===== config.mk =====
export PLATFORM = sky130hd
export DESIGN_NAME = dsl_serial_load
export DESIGN_NICKNAME = d
export VERILOG_FILES = /design/src/shared/dsl_pkg.sv /design/src/dsl_pin_sync.sv /design/src/dsl_serial_load.sv
export SDC_FILE = /design/constraint.sdc
export NUM_CORES = 1
export LEC_CHECK = 0
export ABC_AREA = 1
export BUFFER_PORTS_ARGS = -buffer_cell sky130_fd_sc_hd__clkbuf_2
export CAP_MARGIN = 30
export CELL_PAD_IN_SITES_DETAIL_PLACEMENT = 1
export CELL_PAD_IN_SITES_GLOBAL_PLACEMENT = 2
export CORE_AREA = 5 5 70 72
export CTS_BUF_LIST = sky130_fd_sc_hd__clkbuf_4
export DETAILED_ROUTE_END_ITERATION = 8
export DIE_AREA = 0 0 75 77
export GPL_ROUTABILITY_DRIVEN = 0
export HOLD_SLACK_MARGIN = 0.08
export PLACE_DENSITY = 0.86
export SLEW_MARGIN = 10
export SYNTH_ARGS = -nofsm -noshare
export SYNTH_HDL_FRONTEND = slang
export SYNTH_SLANG_ARGS = --single-unit

===== constraint.sdc =====
create_clock -name clk_sys -period 1.1 [get_ports clk_sys]
set_input_delay 0.22 -clock clk_sys [delete_from_list [all_inputs] [get_ports clk_sys]]
set_output_delay 0.22 -clock clk_sys [all_outputs]
set_load 0.02 [all_outputs]

===== src/shared/dsl_pkg.sv =====
// Constants for the serial load logic of the converter front end.
// Assumes a single system clock domain; the link pins are sampled in it.
package dsl_pkg;
   // Resolution of the two variants
   localparam int DSL_BITS_HIGH = 12;
   localparam int DSL_BITS_LOW = 10;
   // Synchroniser depth for pin inputs
   localparam int DSL_SYNC_STAGES = 2;
   // Reset values
   localparam logic [DSL_BITS_HIGH-1:0] DSL_CODE_RESET = 12'h000;
   localparam logic [DSL_SYNC_STAGES-1:0] DSL_SYNC_HIGH = 2'h3;
   localparam logic [DSL_SYNC_STAGES-1:0] DSL_SYNC_LOW = 2'h0;
   // Link clock period in the bench, in ns, and system clock period in ns
   localparam int DSL_LINK_PERIOD_NS = 400;
   localparam int DSL_SYS_PERIOD_NS = 50;
   // Whole system cycles in one link clock half period (rounded down)
   localparam int DSL_LINK_HALF_CYCLES = (DSL_LINK_PERIOD_NS / 2) / DSL_SYS_PERIOD_NS;
endpackage


===== src/dsl_pin_sync.sv =====
// Two flip-flop synchroniser with rising and falling edge detection.
// Assumes an asynchronous pin input; the first stage feeds only the second.
`timescale 1ns/1ps
module dsl_pin_sync
   import dsl_pkg::*;
#(
   parameter logic RESET_LEVEL = 1'b0
) (
   // Clock and reset
   input wire logic clk_sys,
   input wire logic reset_n,
   // Pin side
   input wire logic pinIn,
   // Synchronised level and edges
   output logic levelOut,
   output logic riseOut,
   output logic fallOut
);
   logic [DSL_SYNC_STAGES-1:0] sync_reg;
   logic last_reg;

   // Stage 0 feeds stage 1 only; edges use stage 1 and its delayed copy
   always_ff @(posedge clk_sys or negedge reset_n) begin
      if (!reset_n) begin
         sync_reg <= RESET_LEVEL ? DSL_SYNC_HIGH : DSL_SYNC_LOW;
         last_reg <= RESET_LEVEL;
      end else begin
         sync_reg <= {sync_reg[0], pinIn};
         last_reg <= sync_reg[1];
      end
   end

   // Edge detection on the settled stage
   assign levelOut = sync_reg[1];
   assign riseOut = sync_reg[1] & ~last_reg;
   assign fallOut = ~sync_reg[1] & last_reg;
endmodule


===== src/dsl_serial_load.sv =====
// Serial load logic: shift register, converter register, load and clear.
// Assumes link pins come straight from a controller, asynchronous to clk_sys.
`timescale 1ns/1ps
module dsl_serial_load
   import dsl_pkg::*;
#(
   parameter int CODE_BITS = DSL_BITS_HIGH
) (
   // Clock and reset
   input wire logic clk_sys,
   input wire logic reset_n,
   // Serial link pins
   input wire logic serialDataIn,
   input wire logic serialClk,
   input wire logic loadStrobe_n,
   input wire logic clear_n,
   // Converter side
   output logic [CODE_BITS-1:0] converterCode,
   output logic codeUpdated
);
   // Clear tracker: CLEARED from reset until the synchronised clear is seen high
   typedef enum logic [1:0] {DSL_IDLE, DSL_CLEARED} dsl_state_t;

   // Shift register and its next value
   logic [CODE_BITS-1:0] shift_reg;
   logic [CODE_BITS-1:0] shift_next;
   // Converter register, its next value and the update pulse
   logic [CODE_BITS-1:0] code_reg;
   logic [CODE_BITS-1:0] code_next;
   logic upd_reg;
   // Clear tracker state
   dsl_state_t state_reg;
   dsl_state_t state_next;
   // Synchronised levels and edges of the pins
   logic dataLvl;
   logic clkRise;
   logic ldLvl;
   logic ldFall;
   logic clrLvl;
   logic clrRise;
   // Decoded strobes
   logic shiftEn;
   logic clrRelease;
   logic transferEn;

   // One bit in at the bottom; the oldest bit drops off the top
   function automatic logic [CODE_BITS-1:0] shiftInBit(
      input logic [CODE_BITS-1:0] cur,
      input logic bitIn
   );
      return {cur[CODE_BITS-2:0], bitIn};
   endfunction

   // Serial data takes the same two stages as the link clock,
   // so setup and hold at the pin carry over to the sampled copy
   dsl_pin_sync #(
      .RESET_LEVEL(1'b0)
   ) uDataSync (
      .clk_sys(clk_sys),
      .reset_n(reset_n),
      .pinIn(serialDataIn),
      .levelOut(dataLvl),
      .riseOut(),
      .fallOut()
   );

   // Link clock idles low; only its rising edge is used
   dsl_pin_sync #(
      .RESET_LEVEL(1'b0)
   ) uClkSync (
      .clk_sys(clk_sys),
      .reset_n(reset_n),
      .pinIn(serialClk),
      .levelOut(),
      .riseOut(clkRise),
      .fallOut()
   );

   // Load strobe idles high, so its stages reset high to avoid a false fall
   dsl_pin_sync #(
      .RESET_LEVEL(1'b1)
   ) uLdSync (
      .clk_sys(clk_sys),
      .reset_n(reset_n),
      .pinIn(loadStrobe_n),
      .levelOut(ldLvl),
      .riseOut(),
      .fallOut(ldFall)
   );

   // Clear stages reset low: the code stays zero until clear is seen high,
   // and a strobe held low through reset then loads the shift register
   dsl_pin_sync #(
      .RESET_LEVEL(1'b0)
   ) uClrSync (
      .clk_sys(clk_sys),
      .reset_n(reset_n),
      .pinIn(clear_n),
      .levelOut(clrLvl),
      .riseOut(clrRise),
      .fallOut()
   );

   // Link clock edges count only while the strobe is high; each link
   // level must last over one clk_sys cycle or an edge is missed
   assign shiftEn = clkRise & ldLvl;
   // Oldest bits fall off the top, so a long frame keeps the last CODE_BITS
   assign shift_next = shiftEn ? shiftInBit(shift_reg, dataLvl) : shift_reg;
   // First cycle with clear high after the tracker saw it low
   assign clrRelease = (state_reg == DSL_CLEARED) & clrLvl;
   // Transfer on strobe fall, or on clear release with the strobe still low;
   // it lands three clk_sys edges after the pin edge (two stages, one register)
   assign transferEn = clrLvl & (ldFall | (clrRelease & ~ldLvl));
   // Clear wins over a transfer in the same cycle; otherwise the code holds
   assign code_next = !clrLvl ? DSL_CODE_RESET[CODE_BITS-1:0] :
      (transferEn ? shift_reg : code_reg);

   // Clear tracker next state
   always_comb begin
      state_next = state_reg;
      case (state_reg)
         DSL_IDLE: begin
            if (!clrLvl) begin
               state_next = DSL_CLEARED;
            end
         end
         DSL_CLEARED: begin
            if (clrLvl) begin
               state_next = DSL_IDLE;
            end
         end
         default: begin
            state_next = DSL_IDLE;
         end
      endcase
   end

   // Register update; the reset branch loads constants only
   // Tracker starts in CLEARED so a clear released after reset is caught
   always_ff @(posedge clk_sys or negedge reset_n) begin
      if (!reset_n) begin
         shift_reg <= DSL_CODE_RESET[CODE_BITS-1:0];
         code_reg <= DSL_CODE_RESET[CODE_BITS-1:0];
         upd_reg <= 1'b0;
         state_reg <= DSL_CLEARED;
      end else begin
         shift_reg <= shift_next;
         code_reg <= code_next;
         upd_reg <= transferEn;
         state_reg <= state_next;
      end
   end

   // Outputs straight from flip-flops
   assign converterCode = code_reg;
   assign codeUpdated = upd_reg;

   // Shift path checks
   // Gating and order are checked against the synchronised pins
   chk_shift_gated: assert property (@(posedge clk_sys) disable iff (!reset_n)
      !ldLvl |=> $stable(shift_reg))
      else $error("shift while strobe low");
   chk_shift_msb: assert property (@(posedge clk_sys) disable iff (!reset_n)
      shiftEn |=> shift_reg == shiftInBit($past(shift_reg), $past(dataLvl)))
      else $error("shift order wrong");
   chk_keep_last: assert property (@(posedge clk_sys) disable iff (!reset_n)
      shiftEn |=> shift_reg[0] == $past(dataLvl))
      else $error("last bit lost");

   // Converter register checks
   chk_code_hold: assert property (@(posedge clk_sys) disable iff (!reset_n)
      (clrLvl && !transferEn) |=> $stable(code_reg))
      else $error("code moved");
   chk_load_copy: assert property (@(posedge clk_sys) disable iff (!reset_n)
      (ldFall && clrLvl) |=> code_reg == $past(shift_reg))
      else $error("no load");
   chk_upd_pulse: assert property (@(posedge clk_sys) disable iff (!reset_n)
      1'b1 |=> upd_reg == $past(transferEn))
      else $error("update pulse wrong");
   chk_clear_zero: assert property (@(posedge clk_sys) disable iff (!reset_n)
      !clrLvl |=> code_reg == '0)
      else $error("clear failed");
   chk_clear_wins: assert property (@(posedge clk_sys) disable iff (!reset_n)
      (!clrLvl && ldFall) |=> !upd_reg)
      else $error("load during clear");
   chk_state_clear: assert property (@(posedge clk_sys) disable iff (!reset_n)
      !clrLvl |=> state_reg == DSL_CLEARED)
      else $error("tracker missed clear");

   // Clear release checks; a release with the strobe high must stay quiet
   chk_release_load: assert property (@(posedge clk_sys) disable iff (!reset_n)
      (clrRise && !ldLvl) |=> code_reg == $past(shift_reg) && upd_reg)
      else $error("no load at clear release");
   chk_release_quiet: assert property (@(posedge clk_sys) disable iff (!reset_n)
      (clrRelease && ldLvl) |=> !upd_reg)
      else $error("load at quiet release");
   chk_release_track: assert property (@(posedge clk_sys) disable iff (!reset_n)
      clrRelease == clrRise)
      else $error("release tracker out of step");

   // Main scenarios: loads, releases, gated strobes and back-to-back bits
   // One link period is eight clk_sys cycles in the bench
   cov_load: cover property (@(posedge clk_sys) ldFall && clrLvl);
   cov_clear: cover property (@(posedge clk_sys) clrRise && !ldLvl);
   cov_shift: cover property (@(posedge clk_sys) shiftEn ##8 shiftEn);
   cov_clear_hold: cover property (@(posedge clk_sys) !clrLvl && ldFall);
   cov_quiet_release: cover property (@(posedge clk_sys) clrRelease && ldLvl);
endmodule

# == After elaboration in Yosys (flattened, before gate mapping) ==
# Cells that the tools add are included.
# word_totals
word_cells,30
out_inout_bits,13
regBits,37
in_bits,6
# op_classes
bitwise_logic,9
muxes,5
n_reduce_logical,2
n_eq_ne,4
# ops
operator,count
two-way mux 12 bit,2
bitwise AND 1 bit,6
two-way mux 2 bit,2
"!= test 2 bit, second input constant",2
case mux 2 bit (2 select lines),1
"== test 2 x 1 -> 1 bit, second input constant",1
zero test 2 bit,1
"!= test 2 x 1 -> 1 bit, second input constant",1
inverter 1 bit,2
AND reduction 2 bit,1
OR 1 bit,1

# == Longest topological paths before layout ==
# Gate-level depths: netlist of run 1.
# logic_depth
depth_word,7
ltp_mapped,6
ltp_nobuf,5

# == Hierarchy ==
# A second synthesis of run 1 with hierarchy kept.
# hier_totals
hier_cells,142
hier_area_um2,1508.9
# by_module_without_submodules
mod,area_each_um2,instances,cells_per_inst,seq_area_each_um2
dsl_serial_load,1144.8,1,114,651.9
dsl_pin_sync at uClkSync ...,90.1,3,7,75.1
dsl_pin_sync at uLdSync,93.8,1,7,78.8

# == Worst setup path after synthesis of run 1 ==
# Ideal clock, no wire load.
# synth_timing
kind,reg-to-reg
from,register state_reg[0]
to,"register code_reg[0], in the netlist converterCode[0]"
slack_ns,-0.085
setup_time_ns,0.065
n_path_buf,1
synth_period_minus_slack_ns,1.185
path_stages_with_launch,7
t_required_ns,1.035
arrival_ns,1.120
cell_sequence,dfstp_2 ha_1 inv_1 nand2_1 buf_6 nand4_1 nand2_1
# synth_via
elab_chain_len,6
# synth_lines
item,line_no,rtl
from (decl),dsl_serial_load.sv:32,dsl_state_t state_reg;
from (signal assigned),dsl_serial_load.sv:150,state_reg <= state_next;
== test 2 x 1 -> 1 bit,dsl_serial_load.sv:110,assign clrRelease = (state_reg == DSL_CLEARED) & clrLvl;
bitwise AND 1 bit,dsl_serial_load.sv:110,
bitwise AND 1 bit,dsl_serial_load.sv:113,assign transferEn = clrLvl & (ldFall | (clrRelease & ~ldLvl));
OR 1 bit,dsl_serial_load.sv:113,
bitwise AND 1 bit,dsl_serial_load.sv:113,
!= test 2 bit (no line),--,
to (signal assigned),dsl_serial_load.sv:143,code_reg <= DSL_CODE_RESET[CODE_BITS-1:0];
to (signal assigned),dsl_serial_load.sv:148,code_reg <= code_next;
to (decl),dsl_serial_load.sv:28,logic [CODE_BITS-1:0] code_reg;
# Every way passes these cells.
# A chain may end at the register's enable or synchronous reset.

# == Final worst setup path of run 1 ==
# layout_timing
from,register state_reg[0]
to,"register code_reg[5], in the netlist converterCode[5]"
# The elaborated chain is that of the path after synthesis.

==> results_tabular.tex, run 1 <==
\begin{tabular}{lr}
\hline
Metric & Value \\
\hline
\multicolumn{2}{l}{\textbf{Floorplan}} \\
X dimension of the die & 75 um \\
Die height & 77 um \\
I/O Pins & 19 \\
Area of the core & 0.00423 mm2 \\
Number of rows in the core area & 24 \\
Total die area & 0.00578 mm2 \\
Initial cell density of the core & 0.336 \\
\multicolumn{2}{l}{\textbf{Layout}} \\
Net count reported at finish & 173 \\
Area growth from synthesis to final layout & 40.9\% \\
Proportion of layout cells with a drive suffix above 1 & 0.461 \\
Final non-filler cell total & 219 \\
Final Instance Area & 0.00200 mm2 \\
Combined area of the multi-input logic cells & 490 um2 \\
Antenna diodes & 0 \\
Filler cell count in the final layout & 450 \\
Sequential standard cell area & 906 um2 \\
\multicolumn{2}{l}{\textbf{Placed design}} \\
Hpwl dp & 1910 um \\
Port Buffer Count & 18 \\
Placed instance area & 0.00161 mm2 \\
Number of placed instances with taps included & 194 \\
\multicolumn{2}{l}{\textbf{Synthesis}} \\
Syn Inst Count & 126 \\
Proportion of netlist area held by the largest area contributor & 0.563 \\
Post-Syn Area & 0.00142 mm2 \\
Seq cells post-synth & 36 \\
Number of warnings reported in the yosys synthesis log & 0 \\
Seq/Total Area, Yosys & 0.637 \\
Dominant cells by area after synthesis & sky130\_fd\_sc\_hd\_\_dfrtp\_1, sky130\_fd\_sc\_hd\_\_dfstp\_2, sky130\_fd\_sc\_hd\_\_nand2\_1 \\
Post-synthesis average cell area & 11.3 um2 \\
Syn nets & 133 \\
Biggest area consumer among synthesized cells & sky130\_fd\_sc\_hd\_\_dfrtp\_1 \\
Unique cell type count in the Yosys netlist & 17 \\
\multicolumn{2}{l}{\textbf{Setup path}} \\
CP max stage delay & 0.57 ns \\
Data arrival time of the critical path & 1.47 ns \\
Series of cell instances along the critical path & ha\_4 > inv\_2 > nand2\_4 > nand4\_1 > nand2\_1 \\
CP Capture Type & flop \\
Bufs and invs on worst path & 1 \\
Largest fanout of any net on the critical path & 6 \\
Critical Path Slowest Stage Cell & sky130\_fd\_sc\_hd\_\_dfstp\_2 \\
CP delay by family, top & flip-flops \\
Critical path launch point type & flop \\
Crit Path Class & reg2reg \\
Data required time at the worst endpoint & 1.37 ns \\
\multicolumn{2}{l}{\textbf{Power}} \\
Fraction of power consumed by combinational cells & 0.228 \\
NetSw & 898 uW \\
Fraction of power spent switching nets & 0.301 \\
Clock Power Share & 0.227 \\
Power Density & 1490 mW/mm2 \\
Internal power contribution & 2.08 mW \\
Static Leak & 0.983 nW \\
Share of power burned in registers & 0.545 \\
Worst voltage drop across the vdd grid & 0.658 mV \\
\multicolumn{2}{l}{\textbf{Timing}} \\
Final worst path period need & 1.19 ns \\
Total count of hold-check failures in the final report & 0 \\
Final count of pins violating max slew & 0 \\
Setup ws final & -0.0942 ns \\
Rel. slew slack & 0.819 \\
RSZ-0062 raised after global routing & true \\
Period utilization & 1.09 \\
Least-Margin Pin Slew & 0.272 ns \\
Final number of setup-violating endpoints & 25 \\
Max Clk Rate & 837 MHz \\
Largest clock skew in the final design & 0.0135 ns \\
\multicolumn{2}{l}{\textbf{Clock network}} \\
CTS Buffer Depth & 2 \\
Skew-Pair Late Insertion Delay & 0.34 ns \\
Clock transition at path regs & 0.10 ns \\
Clock tree from TritonCTS & yes \\
H-tree depth reported by CTS & 2 \\
CTS Root Buffer Type & sky130\_fd\_sc\_hd\_\_clkbuf\_4 \\
Number of clock sinks seen by CTS & 36 \\
CTS Buf Count & 5 \\
\multicolumn{2}{l}{\textbf{Drt}} \\
Drt first pass iters & 4 \\
Wire per inst & 15.3 um \\
Via count & 1,034 \\
Wire length reported by the detailed router & 3350 um \\
Initial detailed-routing violation count & 52 \\
Detail Route Antenna Nets & 0 \\
Number of vias per cell & 4.72 \\
DR DRC count & 0 \\
\multicolumn{2}{l}{\textbf{Run}} \\
Max Cap Violations & 0 \\
\multicolumn{2}{l}{\textbf{Run status}} \\
Failing checks & setup timing \\
Outcome & finished with violations \\
\multicolumn{2}{l}{\textbf{GRT}} \\
Number of antenna violations at the first check in global routing & 0 \\
GRT Util Overall & 0.115 \\
First-pass GRT wire length & 5000 um \\
Pin count of the biggest net entering global routing & 37 \\
Via count of the first global-routing pass & 1,045 \\
Global-route congestion overflow total & 0 \\
\multicolumn{2}{l}{\textbf{Worst hold path}} \\
Type of the most critical hold path & reg2reg \\
\hline
\end{tabular}
## per-stage QoR
stage / total power [mW] / hold WS (ns) / setup TNS (ns) / util / worst slack [ns]
final: 2.98 / 0.352 / -0.627 / 0.473 / -0.0942
after global routing: 3.15 / 0.363 / -2.35 / 0.473 / -0.138
after CTS: 2.87 / 0.362 / -0.694 / 0.417 / -0.0518
after detailed placement: 2.13 / 0.201 / -1.05 / 0.379 / -0.130
after global placement: 2.09 / 0.194 / -0.275 / 0.379 / -0.0475
after floorplan: 1.95 / -0.0756 / 0 / - / 0.00658
## what timing repair did
item                       4_1_cts  5_1_grt
gates cloned                     1        2
pin swaps                        1        2
buffers inserted                 3        8
hold buffers                     5        0
hold endpoints to repair        40        0
resized for setup                9       50
setup endpoints to repair       26       35
## worst paths after layout
| path | from | to | slack, ns | depth (start not counted) |
|---|---|---|---|---|
| min reg2reg | uClrSync.sync_reg[0]$_DFF_PN0_ | uClrSync.sync_reg[1]$_DFF_PN0_ | 0.35 | 0 |
| max | state_reg[0]$_DFFE_PN1P_ | converterCode[5]$_DFFE_PN0P_ | -0.09 | 5 |
| min | uClrSync.sync_reg[0]$_DFF_PN0_ | uClrSync.sync_reg[1]$_DFF_PN0_ | 0.35 | 0 |
| max in group asynchronous | reset_n | uLdSync.sync_reg[0]$_DFF_PN1_ | 0.47 | 3 |
| min in group asynchronous | reset_n | shift_reg[1]$_DFFE_PN0P_ | 0.37 | 3 |
| max reg2reg | state_reg[0]$_DFFE_PN1P_ | converterCode[5]$_DFFE_PN0P_ | -0.09 | 5 |
## layout make-up
class,instances,share of cell area
Timing Repair Buffer,40,0.214
Clock buffer,6,0.0225
Sequential cell,36,0.452
Multi-Input combinational cell,67,0.245
Tap cell,52,0.0325
Clock inverter,2,0.00375
Inverter,16,0.0300
## cells by family after synthesis
logic type,count (synthesis),synth area share
buffers and inverters,24,0.0898
flip-flops,36,0.637
adder cells (fa/ha/maj),1,0.00880
XOR/XNOR,1,0.00616
AO/OA/AOI/OAI,13,0.0801
AND/OR/NAND/NOR,51,0.178
## layer usage
metal,global-route usage,wire (um)
met5,0,0
met4,0.0480,108
met3,0.0392,122
met2,0.185,1760
met1,0.138,1360
## worst reg2reg max path: stages (launching register included)
cell and delay (ns):
sky130_fd_sc_hd__dfstp_2 0.57, sky130_fd_sc_hd__ha_4 0.15, sky130_fd_sc_hd__inv_2 0.07, sky130_fd_sc_hd__nand2_4 0.10, sky130_fd_sc_hd__nand4_1 0.14, sky130_fd_sc_hd__nand2_1 0.11
## synth_stat cells
library cell,n
sky130_fd_sc_hd__inv_2,1
sky130_fd_sc_hd__nand3_1,12
sky130_fd_sc_hd__xnor2_1,1
sky130_fd_sc_hd__dfstp_2,4
sky130_fd_sc_hd__ha_1,1
sky130_fd_sc_hd__buf_4,1
sky130_fd_sc_hd__dfrtp_1,32
sky130_fd_sc_hd__inv_1,15
sky130_fd_sc_hd__o21ai_1,2
sky130_fd_sc_hd__o21ai_4,1
sky130_fd_sc_hd__buf_6,4
sky130_fd_sc_hd__o21ai_2,10
sky130_fd_sc_hd__nand3b_4,1
sky130_fd_sc_hd__nand2_1,25
sky130_fd_sc_hd__buf_2,3
sky130_fd_sc_hd__nand4_1,12
sky130_fd_sc_hd__nor2_1,1
## cell usage in the layout (no fill, tap or decap), drive strengths merged
cell / count
buf: 25
clkbuf: 16
clkinv: 2
dfrtp: 32
dfstp: 4
dlygate4sd3: 5
ha: 1
inv: 16
nand2: 26
nand3: 12
nand3b: 1
nand4: 12
nor2: 1
o21ai: 13
xnor2: 1
## power groups by stage
stage / logic, mW / clock network (mW) / registers [mW]
after floorplan: 0.325 / 0 / 1.62
after global placement: 0.485 / 0 / 1.61
after detailed placement: 0.515 / 0 / 1.62
after CTS: 0.571 / 0.709 / 1.59
after global routing: 0.740 / 0.769 / 1.64
final: 0.679 / 0.678 / 1.62
Note: power is estimated with default switching activity, not from simulation.
==> run 2, diff against run 1 <==
- clock period: 1.1 -> 1 ns (I/O delays scaled with it)
==> run 2 against run 1 <==
Compared with the run above: the run still ends with setup timing left; die area unchanged; global-route usage up 0.95 points; fmax up 0.60%; total power up 20%; first-iteration DRC count up 21%; final cell count unchanged; via count unchanged; worst hold slack worse by 0.10 ns; combinational power up 13%; non-clock buffer count unchanged; sequential share of layout area up 0.43 points; highest routed layer unchanged.
==> results_tabular.tex, run 2 (synthesized netlist as in run 1, its figures left out) <==
\begin{tabular}{lr}
\hline
Metric & Value \\
\hline
\multicolumn{2}{l}{\textbf{Power}} \\
Pwr Total & 3.57 mW \\
Static Leak & 0.973 nW \\
Clock Power Share & 0.289 \\
NetSw & 1.03 mW \\
Internal power contribution & 2.54 mW \\
Worst voltage drop across the vdd grid & 0.824 mV \\
Power Density & 1800 mW/mm2 \\
Fraction of power spent switching nets & 0.288 \\
Fraction of power consumed by combinational cells & 0.214 \\
Share of power burned in registers & 0.496 \\
\multicolumn{2}{l}{\textbf{Timing}} \\
Period utilization & 1.19 \\
Final number of setup-violating endpoints & 38 \\
Final count of pins violating max slew & 0 \\
Setup total negative slack & -4.06 ns \\
Largest clock skew in the final design & 0.00190 ns \\
RSZ-0062 raised after global routing & true \\
Total count of hold-check failures in the final report & 0 \\
Final worst path period need & 1.19 ns \\
Rel. slew slack & 0.822 \\
Least-Margin Pin Slew & 0.266 ns \\
Max Clk Rate & 842 MHz \\
Setup ws final & -0.187 ns \\
\multicolumn{2}{l}{\textbf{Drt}} \\
Drt first pass iters & 4 \\
Wire per inst & 14.7 um \\
Initial detailed-routing violation count & 63 \\
Via count & 1,034 \\
DR DRC count & 0 \\
Wire length reported by the detailed router & 3220 um \\
Detail Route Antenna Nets & 0 \\
Number of vias per cell & 4.72 \\
\multicolumn{2}{l}{\textbf{Clock network}} \\
CTS Buf Count & 5 \\
CTS Buffer Depth & 2 \\
CTS Root Buffer Type & sky130\_fd\_sc\_hd\_\_clkbuf\_4 \\
H-tree depth reported by CTS & 2 \\
Clock transition at path regs & 0.11 ns \\
Skew-Pair Late Insertion Delay & 0.34 ns \\
Clock tree from TritonCTS & yes \\
Number of clock sinks seen by CTS & 36 \\
\multicolumn{2}{l}{\textbf{Layout}} \\
Net count reported at finish & 173 \\
Area growth from synthesis to final layout & 39.6\% \\
Most used cells in the layout excluding fill and tap cells & sky130\_fd\_sc\_hd\_\_dfrtp\_1, sky130\_fd\_sc\_hd\_\_inv\_1, sky130\_fd\_sc\_hd\_\_buf\_4 \\
Final Instance Area & 0.00198 mm2 \\
Most common cell after layout, fill and taps aside & sky130\_fd\_sc\_hd\_\_dfrtp\_1 \\
Core Util, Final & 0.469 \\
Antenna diodes & 0 \\
Filler cell count in the final layout & 449 \\
Proportion of layout cells with a drive suffix above 1 & 0.479 \\
\multicolumn{2}{l}{\textbf{GRT}} \\
Global-route congestion overflow total & 0 \\
First-pass GRT wire length & 5440 um \\
GRT Util Overall & 0.125 \\
Number of antenna violations at the first check in global routing & 0 \\
Pin count of the biggest net entering global routing & 28 \\
Via count of the first global-routing pass & 1,112 \\
\multicolumn{2}{l}{\textbf{Floorplan}} \\
I/O Pins & 19 \\
Total die area & 0.00578 mm2 \\
Initial cell density of the core & 0.336 \\
X dimension of the die & 75 um \\
Die height & 77 um \\
Area of the core & 0.00423 mm2 \\
Number of rows in the core area & 24 \\
\multicolumn{2}{l}{\textbf{Setup path}} \\
Crit Path Class & reg2reg \\
Series of cell instances along the critical path & ha\_4 > o21ai\_4 > buf\_12 > nand3\_1 > nand2\_1 \\
Reg2reg end & converterCode[10]\$\_DFFE\_PN0P\_ \\
Largest fanout of any net on the critical path & 13 \\
Worst flop-to-flop path startpoint & state\_reg[0]\$\_DFFE\_PN1P\_ \\
Critical Path Slowest Stage Cell & sky130\_fd\_sc\_hd\_\_dfstp\_2 \\
CP delay by family, top & flip-flops \\
Data required time at the worst endpoint & 1.24 ns \\
Worst reg-to-reg setup slack & -0.19 ns \\
Data arrival time of the critical path & 1.43 ns \\
Bufs and invs on worst path & 1 \\
Critical path launch point type & flop \\
CP max stage delay & 0.57 ns \\
CP Capture Type & flop \\
R2r worst-path depth & 5 \\
\multicolumn{2}{l}{\textbf{Placed design}} \\
Placed instance area & 0.00163 mm2 \\
Hpwl dp & 2020 um \\
Placement-stage worst setup slack & -0.209 ns \\
Port Buffer Count & 18 \\
\multicolumn{2}{l}{\textbf{Run status}} \\
Outcome & finished with violations \\
Failing checks & setup timing \\
\multicolumn{2}{l}{\textbf{Run}} \\
Max Cap Violations & 0 \\
\multicolumn{2}{l}{\textbf{Worst hold path}} \\
Type of the most critical hold path & in2async \\
\hline
\end{tabular}
run 2: cell count changes in the layout (fill, tap and decap cells not counted), sizes merged:
cell      before  now
clkinvlp       0    1
bufinv         0    1
clkinv         2    1
buf           25   24
run 2: area by class of cell:
class	count	area, um2	share of cell area
timing repair buffer	40	402	0.202
inverter	16	62.6	0.0315
sequential	36	906	0.456
multi-input combinational	67	469	0.236
clock inverter	3	42.5	0.0214
clock buffer	5	37.5	0.0189
tap	52	65.1	0.0328
run 2: what timing repair did:
action                                 CTS  global route
hold buffers                             5             0
setup endpoints to repair               39            38
pin swaps                                4             5
setup buffers                            9             4
endpoints found under the hold margin   40             0
gates cloned                             1             0
resized for setup                       16            29
run 2: power groups by stage:
stage	sequential (mW)	combinational [mW]	clock, mW
2_1_floorplan	1.79	0.371	0
3_3_place_gp	1.77	0.545	0
3_5_place_dp	1.79	0.579	0
4_1_cts	1.76	0.731	1.07
5_1_grt	1.79	0.846	1.14
6_report	1.77	0.764	1.03
run 2: routing by layer:
metal / wire length [um] / share of wire / track usage / vias to the layer above
li1: - / - / - / 491
met1: 1350 / 0.42 / 0.147 / 521
met5: 0 / 0 / 0 / -
met3: 114 / 0.035 / 0.0418 / 6
met4: 59 / 0.018 / 0.0587 / 0
met2: 1700 / 0.53 / 0.199 / 16
run 2: per-stage QoR:
| stage | cells | hold slack (ns) |
|---|---|---|
| global placement | 194 | 0.0771 |
| finish | 219 | 0.251 |
| global route | 219 | 0.253 |
| CTS | 216 | 0.242 |
| detailed placement | 194 | 0.0840 |
| floorplan | 126 | -0.0956 |
run 2: worst max-delay path by stage:
stage,cells after the start,startpoint,slack [ns],endpoint
final,5,state_reg[0]$_DFFE_PN1P_,-0.19,converterCode[10]$_DFFE_PN0P_
after global routing,5,state_reg[0]$_DFFE_PN1P_,-0.23,converterCode[10]$_DFFE_PN0P_
after CTS,5,state_reg[0]$_DFFE_PN1P_,-0.17,converterCode[9]$_DFFE_PN0P_
after detailed placement,5,state_reg[0]$_DFFE_PN1P_,-0.21,converterCode[6]$_DFFE_PN0P_
after global placement,5,state_reg[0]$_DFFE_PN1P_,-0.15,converterCode[5]$_DFFE_PN0P_
after floorplan,6,state_reg[0]$_DFFE_PN1P_,-0.09,converterCode[0]$_DFFE_PN0P_
